$ cat src/inc/pwm_params.svh
// constants for the six-channel pulse-width modulator unit
`ifndef PWM_PARAMS_SVH
`define PWM_PARAMS_SVH
`define PWM_CNT_W 16
`define PWM_CHANNELS 6
`define PWM_CAPTURES 3
`define PWM_EDGES 12
`define PWM_CNT_ZERO 16'h0000
`define PWM_CNT_ONE 16'h0001
`define PWM_ST_IDLE 2'h0
`define PWM_ST_RUN 2'h1
`define PWM_ST_DONE 2'h3
`endif

$ cat src/inc/pwm_pkg.sv
// types for the six-channel pulse-width modulator unit
`include "pwm_params.svh"
package pwm_pkg;
  typedef logic [`PWM_CNT_W-1:0] cnt_t;
  typedef enum logic [1:0] {
    ST_IDLE = `PWM_ST_IDLE,
    ST_RUN = `PWM_ST_RUN,
    ST_DONE = `PWM_ST_DONE
  } run_state_e;
  typedef struct packed {
    run_state_e state;
    logic running;
    cnt_t pre_cnt;
    cnt_t per_cnt;
    cnt_t pre_sh;
    cnt_t per_sh;
    logic [`PWM_CHANNELS-1:0][`PWM_CNT_W-1:0] rise_sh;
    logic [`PWM_CHANNELS-1:0][`PWM_CNT_W-1:0] fall_sh;
    logic [`PWM_CHANNELS-1:0] level;
    logic [`PWM_CHANNELS-1:0] out;
    logic xfer_pending;
    logic fault_active;
    logic [`PWM_CAPTURES-1:0] cap_prev;
    logic [`PWM_CAPTURES-1:0][`PWM_CNT_W-1:0] cap_val;
    logic [`PWM_EDGES-1:0] match_evt;
    logic [`PWM_CAPTURES-1:0] cap_evt;
    logic ovf_evt;
    logic fault_evt;
    logic irq;
    logic dly_active;
    cnt_t dly_cnt;
    logic dly_xfer;
    logic sync_out;
    logic xfer_out;
  } pwm_state_s;
endpackage

$ cat src/core/six_channel_pwm_unit.sv
// six-channel pulse-width modulator unit with capture, fault hold and sync chaining
`timescale 1ns/1ps
`include "pwm_params.svh"
// Functional notes
// - six outputs, separate rise and fall positions
// - six outputs, three captures, one fault input
// - optional interrupt per matched edge
// - continuous mode or single-period run-once mode
// - period and prescale counters are 16 bits
// - period counter advances once per prescale wrap
// - fault holds outputs in software state, interrupt
// - three capture inputs and registers, optional interrupt
// - capture event latches current period count
// - interrupts for match, capture, overflow, fault
// - burst mode mixes external carrier into outputs
// - counters and control in one clock domain
// - counters on unit clock, times in clocks
// - counter clock equals bus interface clock
// - period-alignment output with programmable delay
// - units chain, each master of the next
// - alignment pulse one clock at each restart
// - shadow-load pulse only when transfer happened
// - programmable delay before both master pulses
// - slave restarts and loads on incoming pulses
module six_channel_pwm_unit
  import pwm_pkg::*;
(
  // clock and reset
  input wire logic ref_clk,
  input wire logic rst,

  // run control
  input wire logic run_enable,
  input wire logic run_once,
  input wire logic slave_mode,

  // software values, loaded into shadows at restart
  input wire logic [`PWM_CNT_W-1:0] prescale_value,
  input wire logic [`PWM_CNT_W-1:0] period_value,
  input wire logic [`PWM_CHANNELS-1:0][`PWM_CNT_W-1:0] rise_pos,
  input wire logic [`PWM_CHANNELS-1:0][`PWM_CNT_W-1:0] fall_pos,
  input wire logic transfer_request,

  // output shaping
  input wire logic [`PWM_CHANNELS-1:0] burst_enable,
  input wire logic carrier_in,
  input wire logic fault_enable,
  input wire logic fault_clear,
  input wire logic [`PWM_CHANNELS-1:0] fault_state,

  // interrupt enables
  input wire logic [`PWM_EDGES-1:0] match_irq_en,
  input wire logic [`PWM_CAPTURES-1:0] capture_irq_en,
  input wire logic overflow_irq_en,
  input wire logic fault_irq_en,

  // external events
  input wire logic [`PWM_CAPTURES-1:0] edge_capture_input,
  input wire logic fault_hold_input,

  // chaining from the previous unit
  input wire logic sync_in,
  input wire logic trans_enable_in,

  // chaining to the next unit
  input wire logic [`PWM_CNT_W-1:0] sync_delay,
  output logic sync_out,
  output logic trans_enable_out,

  // waveform outputs
  output logic [`PWM_CHANNELS-1:0] modulated_output,

  // capture results and status
  output logic [`PWM_CAPTURES-1:0][`PWM_CNT_W-1:0] capture_value,
  output logic [`PWM_CNT_W-1:0] counter_value,
  output logic running,
  output logic fault_active,
  output logic transfer_pending,

  // event pulses and interrupt request
  output logic [`PWM_EDGES-1:0] match_event,
  output logic [`PWM_CAPTURES-1:0] capture_event,
  output logic overflow_event,
  output logic fault_event,
  output logic irq_request
);

  pwm_state_s cur_reg;
  pwm_state_s cur_next;

  // every field clears; the run machine parks in idle
  localparam pwm_state_s RESET_STATE = '{state: ST_IDLE, default: '0};

  // equality of the live count with one programmed edge position
  function automatic logic pos_hit(input cnt_t c, input cnt_t pos);
    pos_hit = (c == pos);
  endfunction

  // the counters only move while the run machine sits in its run state
  function automatic logic is_run(input run_state_e st);
    is_run = (st == ST_RUN);
  endfunction

  // output select per channel; a held fault outranks the carrier gate
  function automatic logic mix_out(
    input logic lvl,
    input logic carrier,
    input logic burst,
    input logic hold,
    input logic safe
  );
    if (hold) begin
      mix_out = safe;
    end else if (burst) begin
      mix_out = lvl & carrier;
    end else begin
      mix_out = lvl;
    end
  endfunction

  // counter control
  logic restart;
  logic advance;
  logic tick;
  logic wrap;
  logic do_xfer;
  logic slave_sync;
  logic pre_end;
  logic per_end;
  logic dly_end;
  cnt_t new_cnt;

  // edge compare
  logic [`PWM_CHANNELS-1:0][`PWM_CNT_W-1:0] rise_use;
  logic [`PWM_CHANNELS-1:0][`PWM_CNT_W-1:0] fall_use;
  logic [`PWM_EDGES-1:0] pos_eq;
  logic [`PWM_EDGES-1:0] hits;

  // capture, fault and interrupt terms
  logic [`PWM_CAPTURES-1:0] cap_rise;
  logic fault_set;
  logic fault_rise;
  logic irq_match;
  logic irq_cap;
  logic irq_ovf;
  logic irq_fault;

  // one comparator pair per channel; the process gates them with advance
  genvar gch;
  generate
    for (gch = 0; gch < `PWM_CHANNELS; gch = gch + 1) begin : g_cmp
      assign pos_eq[2*gch] = pos_hit(new_cnt, rise_use[gch]);
      assign pos_eq[2*gch+1] = pos_hit(new_cnt, fall_use[gch]);
    end
  endgenerate

  always_comb begin
    cur_next = cur_reg;
    restart = 1'b0;
    advance = 1'b0;
    tick = 1'b0;
    wrap = 1'b0;
    do_xfer = 1'b0;
    new_cnt = cur_reg.per_cnt;
    hits = '0;
    // terminal counts, decoded once
    slave_sync = slave_mode & sync_in;
    pre_end = (cur_reg.pre_cnt == cur_reg.pre_sh);
    per_end = (cur_reg.per_cnt == cur_reg.per_sh);
    dly_end = (cur_reg.dly_cnt == `PWM_CNT_ONE);

    // run state machine
    case (cur_reg.state)
      ST_IDLE: begin
        if (run_enable) begin
          cur_next.state = ST_RUN;
          restart = 1'b1;
        end
      end
      ST_RUN: begin
        if (!run_enable) begin
          cur_next.state = ST_IDLE;
        end
      end
      ST_DONE: begin
        if (!run_enable) begin
          cur_next.state = ST_IDLE;
        end
      end
      default: begin
        cur_next.state = ST_IDLE;
      end
    endcase

    // prescaler and period counter
    if (is_run(cur_reg.state) && run_enable) begin
      if (slave_sync) begin
        restart = 1'b1;
      end else if (pre_end) begin
        tick = 1'b1;
        if (per_end) begin
          wrap = 1'b1;
          if (run_once) begin
            cur_next.state = ST_DONE;
          end else begin
            restart = 1'b1;
          end
        end
      end
    end

    if (restart) begin
      cur_next.pre_cnt = `PWM_CNT_ZERO;
      new_cnt = `PWM_CNT_ZERO;
      advance = 1'b1;
    end else if (tick && !wrap) begin
      cur_next.pre_cnt = `PWM_CNT_ZERO;
      new_cnt = cur_reg.per_cnt + `PWM_CNT_ONE;
      advance = 1'b1;
    end else if (wrap) begin
      cur_next.pre_cnt = `PWM_CNT_ZERO;
      new_cnt = `PWM_CNT_ZERO;
    end else if (is_run(cur_reg.state)) begin
      cur_next.pre_cnt = cur_reg.pre_cnt + `PWM_CNT_ONE;
    end
    cur_next.per_cnt = new_cnt;
    cur_next.ovf_evt = wrap;
    // status bit kept in a flop so the port has no decode behind it
    cur_next.running = is_run(cur_next.state);

    // shadow load only at restart; slaves follow the master's indication
    if (restart) begin
      do_xfer = slave_mode ? trans_enable_in : cur_reg.xfer_pending;
    end
    if (do_xfer) begin
      cur_next.pre_sh = prescale_value;
      cur_next.per_sh = period_value;
      cur_next.rise_sh = rise_pos;
      cur_next.fall_sh = fall_pos;
    end
    // a request in the transfer cycle survives: set wins over clear
    cur_next.xfer_pending = transfer_request | (cur_reg.xfer_pending & ~do_xfer);
    rise_use = do_xfer ? rise_pos : cur_reg.rise_sh;
    fall_use = do_xfer ? fall_pos : cur_reg.fall_sh;

    // edge compare per channel
    if (advance) begin
      hits = pos_eq;
    end
    for (int ch = 0; ch < `PWM_CHANNELS; ch++) begin
      if (hits[2*ch]) begin
        cur_next.level[ch] = 1'b1;
      end
      // falling edge wins when both positions coincide
      if (hits[2*ch+1]) begin
        cur_next.level[ch] = 1'b0;
      end
    end
    cur_next.match_evt = hits;

    // fault hold, set wins over clear
    fault_set = fault_enable & fault_hold_input;
    fault_rise = fault_set & ~cur_reg.fault_active;
    cur_next.fault_active = fault_set | (cur_reg.fault_active & ~fault_clear);
    cur_next.fault_evt = fault_rise;

    // output mixing: fault overrides burst, burst gates the waveform
    for (int ch = 0; ch < `PWM_CHANNELS; ch++) begin
      cur_next.out[ch] = mix_out(cur_next.level[ch], carrier_in, burst_enable[ch],
        cur_next.fault_active, fault_state[ch]);
    end

    // capture on rising edge of each input
    cap_rise = edge_capture_input & ~cur_reg.cap_prev;
    cur_next.cap_prev = edge_capture_input;
    for (int k = 0; k < `PWM_CAPTURES; k++) begin
      if (cap_rise[k]) begin
        cur_next.cap_val[k] = cur_reg.per_cnt;
      end
    end
    cur_next.cap_evt = cap_rise;

    // masked events onto one request
    irq_match = |(hits & match_irq_en);
    irq_cap = |(cap_rise & capture_irq_en);
    irq_ovf = wrap & overflow_irq_en;
    irq_fault = fault_rise & fault_irq_en;
    cur_next.irq = irq_match | irq_cap | irq_ovf | irq_fault;

    // delayed alignment and shadow-load pulses; a new restart re-arms the delay
    cur_next.sync_out = 1'b0;
    cur_next.xfer_out = 1'b0;
    if (restart) begin
      if (sync_delay == `PWM_CNT_ZERO) begin
        cur_next.sync_out = 1'b1;
        cur_next.xfer_out = do_xfer;
        cur_next.dly_active = 1'b0;
      end else begin
        cur_next.dly_active = 1'b1;
        cur_next.dly_cnt = sync_delay;
        cur_next.dly_xfer = do_xfer;
      end
    end else if (cur_reg.dly_active) begin
      if (dly_end) begin
        cur_next.dly_active = 1'b0;
        cur_next.sync_out = 1'b1;
        cur_next.xfer_out = cur_reg.dly_xfer;
      end else begin
        cur_next.dly_cnt = cur_reg.dly_cnt - `PWM_CNT_ONE;
      end
    end
  end

  // single clock: counters and control share the unit clock
  always_ff @(posedge ref_clk or posedge rst) begin
    if (rst) begin
      cur_reg <= RESET_STATE;
    end else begin
      cur_reg <= cur_next;
    end
  end

  // chain pulses
  assign sync_out = cur_reg.sync_out;
  assign trans_enable_out = cur_reg.xfer_out;

  // waveform, capture and status levels
  assign modulated_output = cur_reg.out;
  assign capture_value = cur_reg.cap_val;
  assign counter_value = cur_reg.per_cnt;
  assign running = cur_reg.running;
  assign fault_active = cur_reg.fault_active;
  assign transfer_pending = cur_reg.xfer_pending;

  // one-cycle events; irq is not sticky
  assign match_event = cur_reg.match_evt;
  assign capture_event = cur_reg.cap_evt;
  assign overflow_event = cur_reg.ovf_evt;
  assign fault_event = cur_reg.fault_evt;
  assign irq_request = cur_reg.irq;

endmodule // six_channel_pwm_unit

$ cat config.mk
export PLATFORM = sky130hd
export DESIGN_NAME = six_channel_pwm_unit
export DESIGN_NICKNAME = d
export VERILOG_FILES = /design/src/inc/pwm_pkg.sv /design/src/core/six_channel_pwm_unit.sv
export VERILOG_INCLUDE_DIRS = /design/src /design/src/inc
export SDC_FILE = /design/constraint.sdc
export NUM_CORES = 1
export LEC_CHECK = 0
export ABC_AREA = 1
export BUFFER_PORTS_ARGS = -buffer_cell sky130_fd_sc_hd__buf_2
export CORE_UTILIZATION = 52
export DETAILED_ROUTE_END_ITERATION = 10
export GPL_TIMING_DRIVEN = 0
export PLACE_DENSITY = 0.75
export SLEW_MARGIN = 0
export SYNTH_ARGS = -nofsm -noshare
export SYNTH_HDL_FRONTEND = slang
export SYNTH_SLANG_ARGS = --single-unit
$ cat constraint.sdc
create_clock -name ref_clk -period 33.4 [get_ports ref_clk]
set_clock_uncertainty 0.15 [all_clocks]
set_input_delay 6.68 -clock ref_clk [delete_from_list [all_inputs] [get_ports ref_clk]]
set_output_delay 6.68 -clock ref_clk [all_outputs]
set_load 0.02 [all_outputs]
==> results.py, run 1 <==
metrics = {
    "global_route": {
        "overflow": 0,
        "maximum_number_of_pins_on_one_net_before_global_route_repair": 105,
        "wire_length_of_the_first_global_routing_pass_mm": 130,
        "antenna_found_initial": 2,
        "grtUsageTotal": 0.404,
        "first_global_vias": 21600,
    },
    "timing": {
        "hold_violations_final": 0,
        "finalMaxSlewViolations": 0,
        "timing.slew.headroom": 0.160,
        "period_share": 0.300,
        "maxClockFrequency_mhz": 99.9,
        "tightest_slew_ps": 1260,
        "final_period_minus_worst_setup_slack_ps": 10010,
        "fin_tns_setup_ps": 0,
        "grt_setup_unrepaired": "false",
        "timing.final.setup_violations": 0,
    },
    "clocking": {
        "cts_tree": "built",
        "clock_insertion_delay_worst_skew_ps": 600,
        "cts_buffers": 43,
        "number_of_h_tree_branching_levels": 2,
        "ctsRootBufferMaster": "sky130_fd_sc_hd__clkbuf_16",
        "number_of_setup_buffers_added_after_cts": 0,
        "clock_tree.buffer_depth": 3,
        "ctsResizeCount": 0,
        "cts_sinks": 362,
        "clkSlewWorstSetupHoldPaths_ps": 60,
        "ctsHoldBuffers": 0,
    },
    "worst_setup_path": {
        "r2r-start": "counter_value[0]$_DFF_PP0_",
        "ff2ff_setup_slack_ps": 28760,
        "r2r-end": "cur_reg[100]$_DFF_PP0_",
        "cp_data_arrival_time_ps": 10320,
        "cp.required_ps": 33710,
        "setup.worst_path.class": "primary input to register",
        "worst-path-max-fanout": 10,
        "reg2regPathDepth": 22,
        "startpoint_type_of_the_worst_setup_path": "primary input",
        "end_kind": "register",
    },
    "synth": {
        "syn-num-nets": 3531,
        "synth_seq_area_share": 0.414,
        "ys_dominant_reg_cell": "sky130_fd_sc_hd__dfrtp_1",
        "synth-warning-count": 0,
        "synthesis.area_mm2": 0.0219,
        "async_flop_share": 1.00,
        "syn-instance-count": 3243,
        "post_synthesis_average_cell_area_um2": 6.75,
        "postSynthRegisterBits": 362,
        "synth_edf_count": 0,
        "synth_commonest_cells": "sky130_fd_sc_hd__nand2_1, sky130_fd_sc_hd__inv_1, sky130_fd_sc_hd__dfrtp_1, sky130_fd_sc_hd__nor2_1, sky130_fd_sc_hd__nand3_1",
        "synth_cell_types": 50,
        "synthDominantAreaCellType": "sky130_fd_sc_hd__dfrtp_1",
        "synthDominantCellAreaShare": 0.414,
        "synth.most_common_cell": "sky130_fd_sc_hd__nand2_1",
        "synth.top_cells.by_area": "sky130_fd_sc_hd__dfrtp_1, sky130_fd_sc_hd__nand2_1, sky130_fd_sc_hd__inv_1, sky130_fd_sc_hd__nand3_1, sky130_fd_sc_hd__nor2_1",
    },
    "routing": {
        "dr_total_vias": 23100,
        "vias_per_cell": 5.46,
        "dr.pass1.iters": 5,
        "avgRoutedWirePerCell_um": 20.6,
        "antenna_left": 0,
        "dr.first_iter.drc_count": 2697,
        "routed_wirelength_mm": 87.3,
        "drt_drc_violations_left": 0,
    },
    "placed_design": {
        "place.detailed.hpwl_mm": 63.6,
        "place.detailed.instances": 4154,
        "gp_routability_congestion": 1.03,
        "port-buffer-count": 376,
    },
    "finish": {
        "number_of_non_filler_instances_in_the_completed_layout": 4234,
        "final_layout_size_suffix_gt1_frac": 0.175,
        "syn_to_final_growth_pct": 19.0,
        "layout.filler_cells": 3941,
        "largest_register_ffs": 269,
        "final_net_count": 3955,
    },
    "die": {
        "die_width_um": 207,
        "die-area_mm2": 0.0429,
        "floorplan.initialDensity": 0.532,
        "core_mm2": 0.0412,
        "dieHeight_um": 207,
        "num_io_pins": 377,
        "rows": 74,
    },
    "worst_hold_path": {
        "worst_hold_path_type": "register to register",
        "holdCritStartpoint": "cur_reg[88]$_DFF_PP0_",
        "whs_endpoint": "capture_event[2]$_DFF_PP0_",
        "hold_depth": 1,
    },
    "power_and_ir_drop": {
        "power.ir.vdd_worst_v": 0.0000522,
        "static_power_due_to_leakage_nw": 14.9,
        "power.density_mw_per_mm2": 52.7,
    },
    "run_status": {
        "outcome": "finished, final reports clean",
    },
    "run": {
        "maxCapViolCount": 0,
    },
}
[per-layer routing]
layer,vias up,GRT usage,part of all wire
li1,10900,-,-
met1,10600,0.540,0.40
met2,1332,0.604,0.42
met3,295,0.0952,0.11
met4,0,0.231,0.066
met5,-,0,0
[through the flow]
| step | hold slack, ps | power [mW] | setup slack, ps | util | area (µm²) |
|---|---|---|---|---|---|
| floorplan | 248 | 0.761 | 16520 | - | 21900 |
| global placement | 259 | 0.849 | 12430 | 0.593 | 24400 |
| detailed placement | 263 | 0.855 | 23030 | 0.596 | 24500 |
| CTS | 269 | 1.36 | 23640 | 0.632 | 26100 |
| global route | 282 | 1.44 | 23320 | 0.632 | 26100 |
| finish | 264 | 1.37 | 23390 | 0.632 | 26100 |
[layout make-up]
class	instances	area, µm²	area share
Tap cell	532	666	0.0255
Sequential cell	362	9060	0.348
Inverter	540	2030	0.0781
Clock buffer	60	1230	0.0472
Antenna cell	2	5.00	0.000192
Buffer	206	1210	0.0464
Timing Repair Buffer	379	1960	0.0754
Multi-Input combinational cell	2135	9610	0.369
Clock inverter	18	283	0.0109
[worst max path at each step]
stage                     from                         end  slack (ps)  cells after the start
floorplan                  rst  capture_event[0]$_DFF_PP0_       16520                      1
global placement           rst    match_event[3]$_DFF_PP0_       12430                      2
detailed placement  slave_mode      cur_reg[102]$_DFF_PP0_       23030                     18
CTS                 slave_mode      cur_reg[100]$_DFF_PP0_       23640                     17
global route        slave_mode      cur_reg[100]$_DFF_PP0_       23320                     19
finish              slave_mode      cur_reg[100]$_DFF_PP0_       23390                     17
[worst max-delay path, stage by stage]
cell and delay, ps:
sky130_fd_sc_hd__buf_2 130, sky130_fd_sc_hd__nand2_1 140, sky130_fd_sc_hd__inv_1 80, sky130_fd_sc_hd__nor2_1 240, sky130_fd_sc_hd__nand2_4 150, sky130_fd_sc_hd__nand2_1 110
sky130_fd_sc_hd__buf_4 210, sky130_fd_sc_hd__nand3_2 410, sky130_fd_sc_hd__inv_1 510, sky130_fd_sc_hd__buf_2 460, sky130_fd_sc_hd__nand2_1 110, sky130_fd_sc_hd__nand2_1 120
sky130_fd_sc_hd__nand3_1 110, sky130_fd_sc_hd__nor4_1 210, sky130_fd_sc_hd__inv_1 70, sky130_fd_sc_hd__nor2_1 480, sky130_fd_sc_hd__a21oi_1 80
[cell families after synthesis]
family          count (synthesis)  share of synthesized area
flops                         362                      0.414
simple gates                 1793                      0.344
xor+xnor                       53                     0.0212
compound gates                285                     0.0711
fa+ha+maj                       4                    0.00229
buf+inv                       746                      0.148
[cell usage in the layout (no fill, tap or decap), types with 44 or more instances in the layout]
master,instances
sky130_fd_sc_hd__nand2_1,1151
sky130_fd_sc_hd__inv_1,520
sky130_fd_sc_hd__buf_2,438
sky130_fd_sc_hd__dfrtp_1,362
sky130_fd_sc_hd__nor2_1,242
sky130_fd_sc_hd__nand3_1,189
sky130_fd_sc_hd__o21ai_0,143
sky130_fd_sc_hd__nand4_1,125
sky130_fd_sc_hd__buf_4,93
sky130_fd_sc_hd__o21ai_1,56
sky130_fd_sc_hd__clkbuf_1,54
sky130_fd_sc_hd__xor2_1,45
sky130_fd_sc_hd__a21oi_1,44
[power by group]
part / leakage, nW / internal (mW) / switching (mW) / total, mW
combinational: 9.74 / 0.109 / 0.221 / 0.330
sequential: 4.39 / 0.503 / 0.0278 / 0.530
clock: 0.745 / 0.312 / 0.200 / 0.512
Power figures use the tool's default switching activity.
==> run 2: changes to the inputs <==
Settings changed: PLACE_DENSITY 0.75 to 0.78.
Clock period 33.4 ns to 9.1 ns, I/O delays scaled along.
==> run 2 against run 1 <==
Against the previous run: utilization about the same; clock-buffer cell count grew 4; register-to-register slack got worse by 24000 ps; routed wire length up 2.9%; total power grew to 3.6 times the previous value; flip-flop and latch count did not move; non-clock buffer count is 7 higher; critical path depth rose by 2; hold slack gained 13 ps; largest power group unchanged.
==> results.py, run 2 (synthesis results as in run 1) <==
metrics = {
    "finish": {
        "final_core_util": 0.632,
        "final_net_count": 3961,
        "regArea_mm2": 0.00906,
        "layout.filler_cells": 3974,
        "final_cell_mix": "sky130_fd_sc_hd__nand2_1, sky130_fd_sc_hd__inv_1, sky130_fd_sc_hd__buf_2, sky130_fd_sc_hd__dfrtp_1, sky130_fd_sc_hd__nor2_1",
        "multiInputGateArea_mm2": 0.00961,
        "largest_register_ffs": 269,
        "syn_to_final_growth_pct": 18.9,
        "final_layout_size_suffix_gt1_frac": 0.174,
        "final_common_cell": "sky130_fd_sc_hd__nand2_1",
    },
    "worst_setup_path": {
        "end_kind": "register",
        "max_stage_delay_ps": 430,
        "setup.worst_path.class": "primary input to register",
        "cp_data_arrival_time_ps": 5510,
        "worst-path-max-fanout": 10,
        "cp_slowest_cell": "sky130_fd_sc_hd__nand3_2",
        "startpoint_type_of_the_worst_setup_path": "primary input",
        "timing.critical_path.cells": "buf_2 -> nand2_1 -> inv_1 -> nor2_2 -> inv_1 -> nor2_2 -> buf_4 -> nand3_1 -> nand2_1 -> nand3_2 -> inv_1 -> buf_2 -> nand2_1 -> a21oi_1 -> nand3b_1 -> nor2_1 -> nand3_1 -> nor2_1 -> a21oi_1",
        "cp.required_ps": 9400,
    },
    "clocking": {
        "clock_tree.buffer_depth": 3,
        "number_of_h_tree_branching_levels": 2,
        "ctsHoldBuffers": 0,
        "clock_insertion_delay_worst_skew_ps": 590,
        "cts_buffers": 42,
        "number_of_setup_buffers_added_after_cts": 0,
        "ctsRootBufferMaster": "sky130_fd_sc_hd__clkbuf_16",
        "clkSlewWorstSetupHoldPaths_ps": 60,
        "cts_sinks": 362,
        "ctsResizeCount": 0,
        "cts_tree": "built",
    },
    "timing": {
        "period_share": 0.572,
        "timing.final.setup_violations": 0,
        "finalMaxSlewViolations": 0,
        "hold_violations_final": 0,
        "fin_tns_setup_ps": 0,
        "final_period_minus_worst_setup_slack_ps": 5210,
        "timing.slew.headroom": 0.193,
        "grt_setup_unrepaired": "false",
        "tightest_slew_ps": 1210,
        "maxClockFrequency_mhz": 192,
    },
    "die": {
        "core_mm2": 0.0412,
        "floorplan.initialDensity": 0.532,
        "die_width_um": 207,
        "num_io_pins": 377,
        "rows": 74,
        "die-area_mm2": 0.0429,
        "dieHeight_um": 207,
    },
    "placed_design": {
        "place.detailed.hpwl_mm": 66.3,
        "port-buffer-count": 376,
        "gp_routability_congestion": 1.01,
    },
    "worst_hold_path": {
        "worst_hold_path_type": "register to register",
    },
    "power_and_ir_drop": {
        "static_power_due_to_leakage_nw": 14.9,
        "power.sequential.fraction": 0.396,
        "combinationalPowerShare": 0.250,
        "power.density_mw_per_mm2": 189,
        "clockPowerShare": 0.354,
        "power.ir.vdd_worst_v": 0.000111,
        "power.switching_fraction": 0.335,
        "total_power_after_layout_mw": 4.92,
        "p_int_mw": 3.27,
        "total_switching_power_mw": 1.65,
    },
    "routing": {
        "drt_drc_violations_left": 0,
        "dr_total_vias": 23500,
        "dr.first_iter.drc_count": 2714,
        "vias_per_cell": 5.55,
        "avgRoutedWirePerCell_um": 21.2,
        "antenna_left": 0,
        "dr.pass1.iters": 6,
        "routed_wirelength_mm": 89.8,
    },
    "global_route": {
        "maximum_number_of_pins_on_one_net_before_global_route_repair": 42,
        "first_global_vias": 22400,
        "antenna_found_initial": 3,
        "wire_length_of_the_first_global_routing_pass_mm": 133,
        "overflow": 0,
        "grtUsageTotal": 0.417,
    },
    "run": {
        "maxCapViolCount": 0,
    },
    "run_status": {
        "outcome": "finished, final reports clean",
    },
}
[run 2: changes by cell type in the layout (fill, tap and decap cells not counted), moves of 2 or more]
cell and change:
sky130_fd_sc_hd__bufinv_16 -5, sky130_fd_sc_hd__clkbuf_16 +2, sky130_fd_sc_hd__clkinvlp_4 +2, sky130_fd_sc_hd__clkbuf_1 +3, sky130_fd_sc_hd__buf_16 -3, sky130_fd_sc_hd__inv_6 -4
sky130_fd_sc_hd__buf_12 +10, sky130_fd_sc_hd__diode_2 +2
[run 2: worst paths after layout]
kind / cells after the start / end / from / slack (ps)
max in group asynchronous: 6 / capture_event[0]$_DFF_PP0_ / rst / 6250
min in group asynchronous: 2 / cur_reg[13]$_DFFE_PP0P_ / rst / 1150
max reg2reg: 21 / cur_reg[100]$_DFF_PP0_ / counter_value[13]$_DFF_PP0_ / 4350
min reg2reg: 1 / capture_event[2]$_DFF_PP0_ / cur_reg[88]$_DFF_PP0_ / 280
max: 19 / cur_reg[100]$_DFF_PP0_ / slave_mode / 3890
min: 1 / capture_event[2]$_DFF_PP0_ / cur_reg[88]$_DFF_PP0_ / 280
[run 2: power by group through the flow]
| stage | combinational (mW) | clock, mW | sequential [mW] |
|---|---|---|---|
| finish | 1.23 | 1.74 | 1.95 |
| global route | 1.38 | 1.80 | 1.97 |
| detailed placement | 1.19 | 0 | 1.97 |
| floorplan | 0.844 | 0 | 1.95 |
| global placement | 1.16 | 0 | 1.97 |
| CTS | 1.20 | 1.74 | 1.94 |
[run 2: through the flow]
stage | setup slack, ps | hold slack, ps | cell area (µm²) | instances
after floorplan | 2280 | 248 | 21900 | 3243
after global placement | 40.4 | 262 | 24500 | 4151
after detailed placement | 3600 | 272 | 24700 | 4161
after CTS | 4200 | 280 | 26000 | 4235
after global routing | 3790 | 305 | 26000 | 4236
final | 3890 | 277 | 26000 | 4239
[run 2: metal layers]
layer  track usage  part of all wire  routed length (µm)  up-vias
met5             0                 0                   0        -
met4         0.253             0.068                6080        0
met3         0.103              0.12               10700      349
met2         0.622              0.42               37900     1497
met1         0.547              0.39               35200    10800
li1              -                 -                   -    10900
[run 2: layout make-up]
| type | count | area share |
|---|---|---|
| flip-flops and latches | 362 | 0.348 |
| inverters | 540 | 0.0780 |
| clock inverters | 10 | 0.00404 |
| multi-input cells | 2135 | 0.369 |
| clock buffers | 64 | 0.0490 |
| repair buffers | 386 | 0.0799 |
| plain buffers | 206 | 0.0464 |
| diodes | 4 | 0.000384 |
| well taps | 532 | 0.0256 |
[run 2: critical path: cells and delay by family]
| kind | cells | cell delay [ps] |
|---|---|---|
| AOI/OAI and AO/OA | 2 | 250 |
| and+or+nand+nor | 11 | 2260 |
| buffers and inverters | 6 | 1160 |
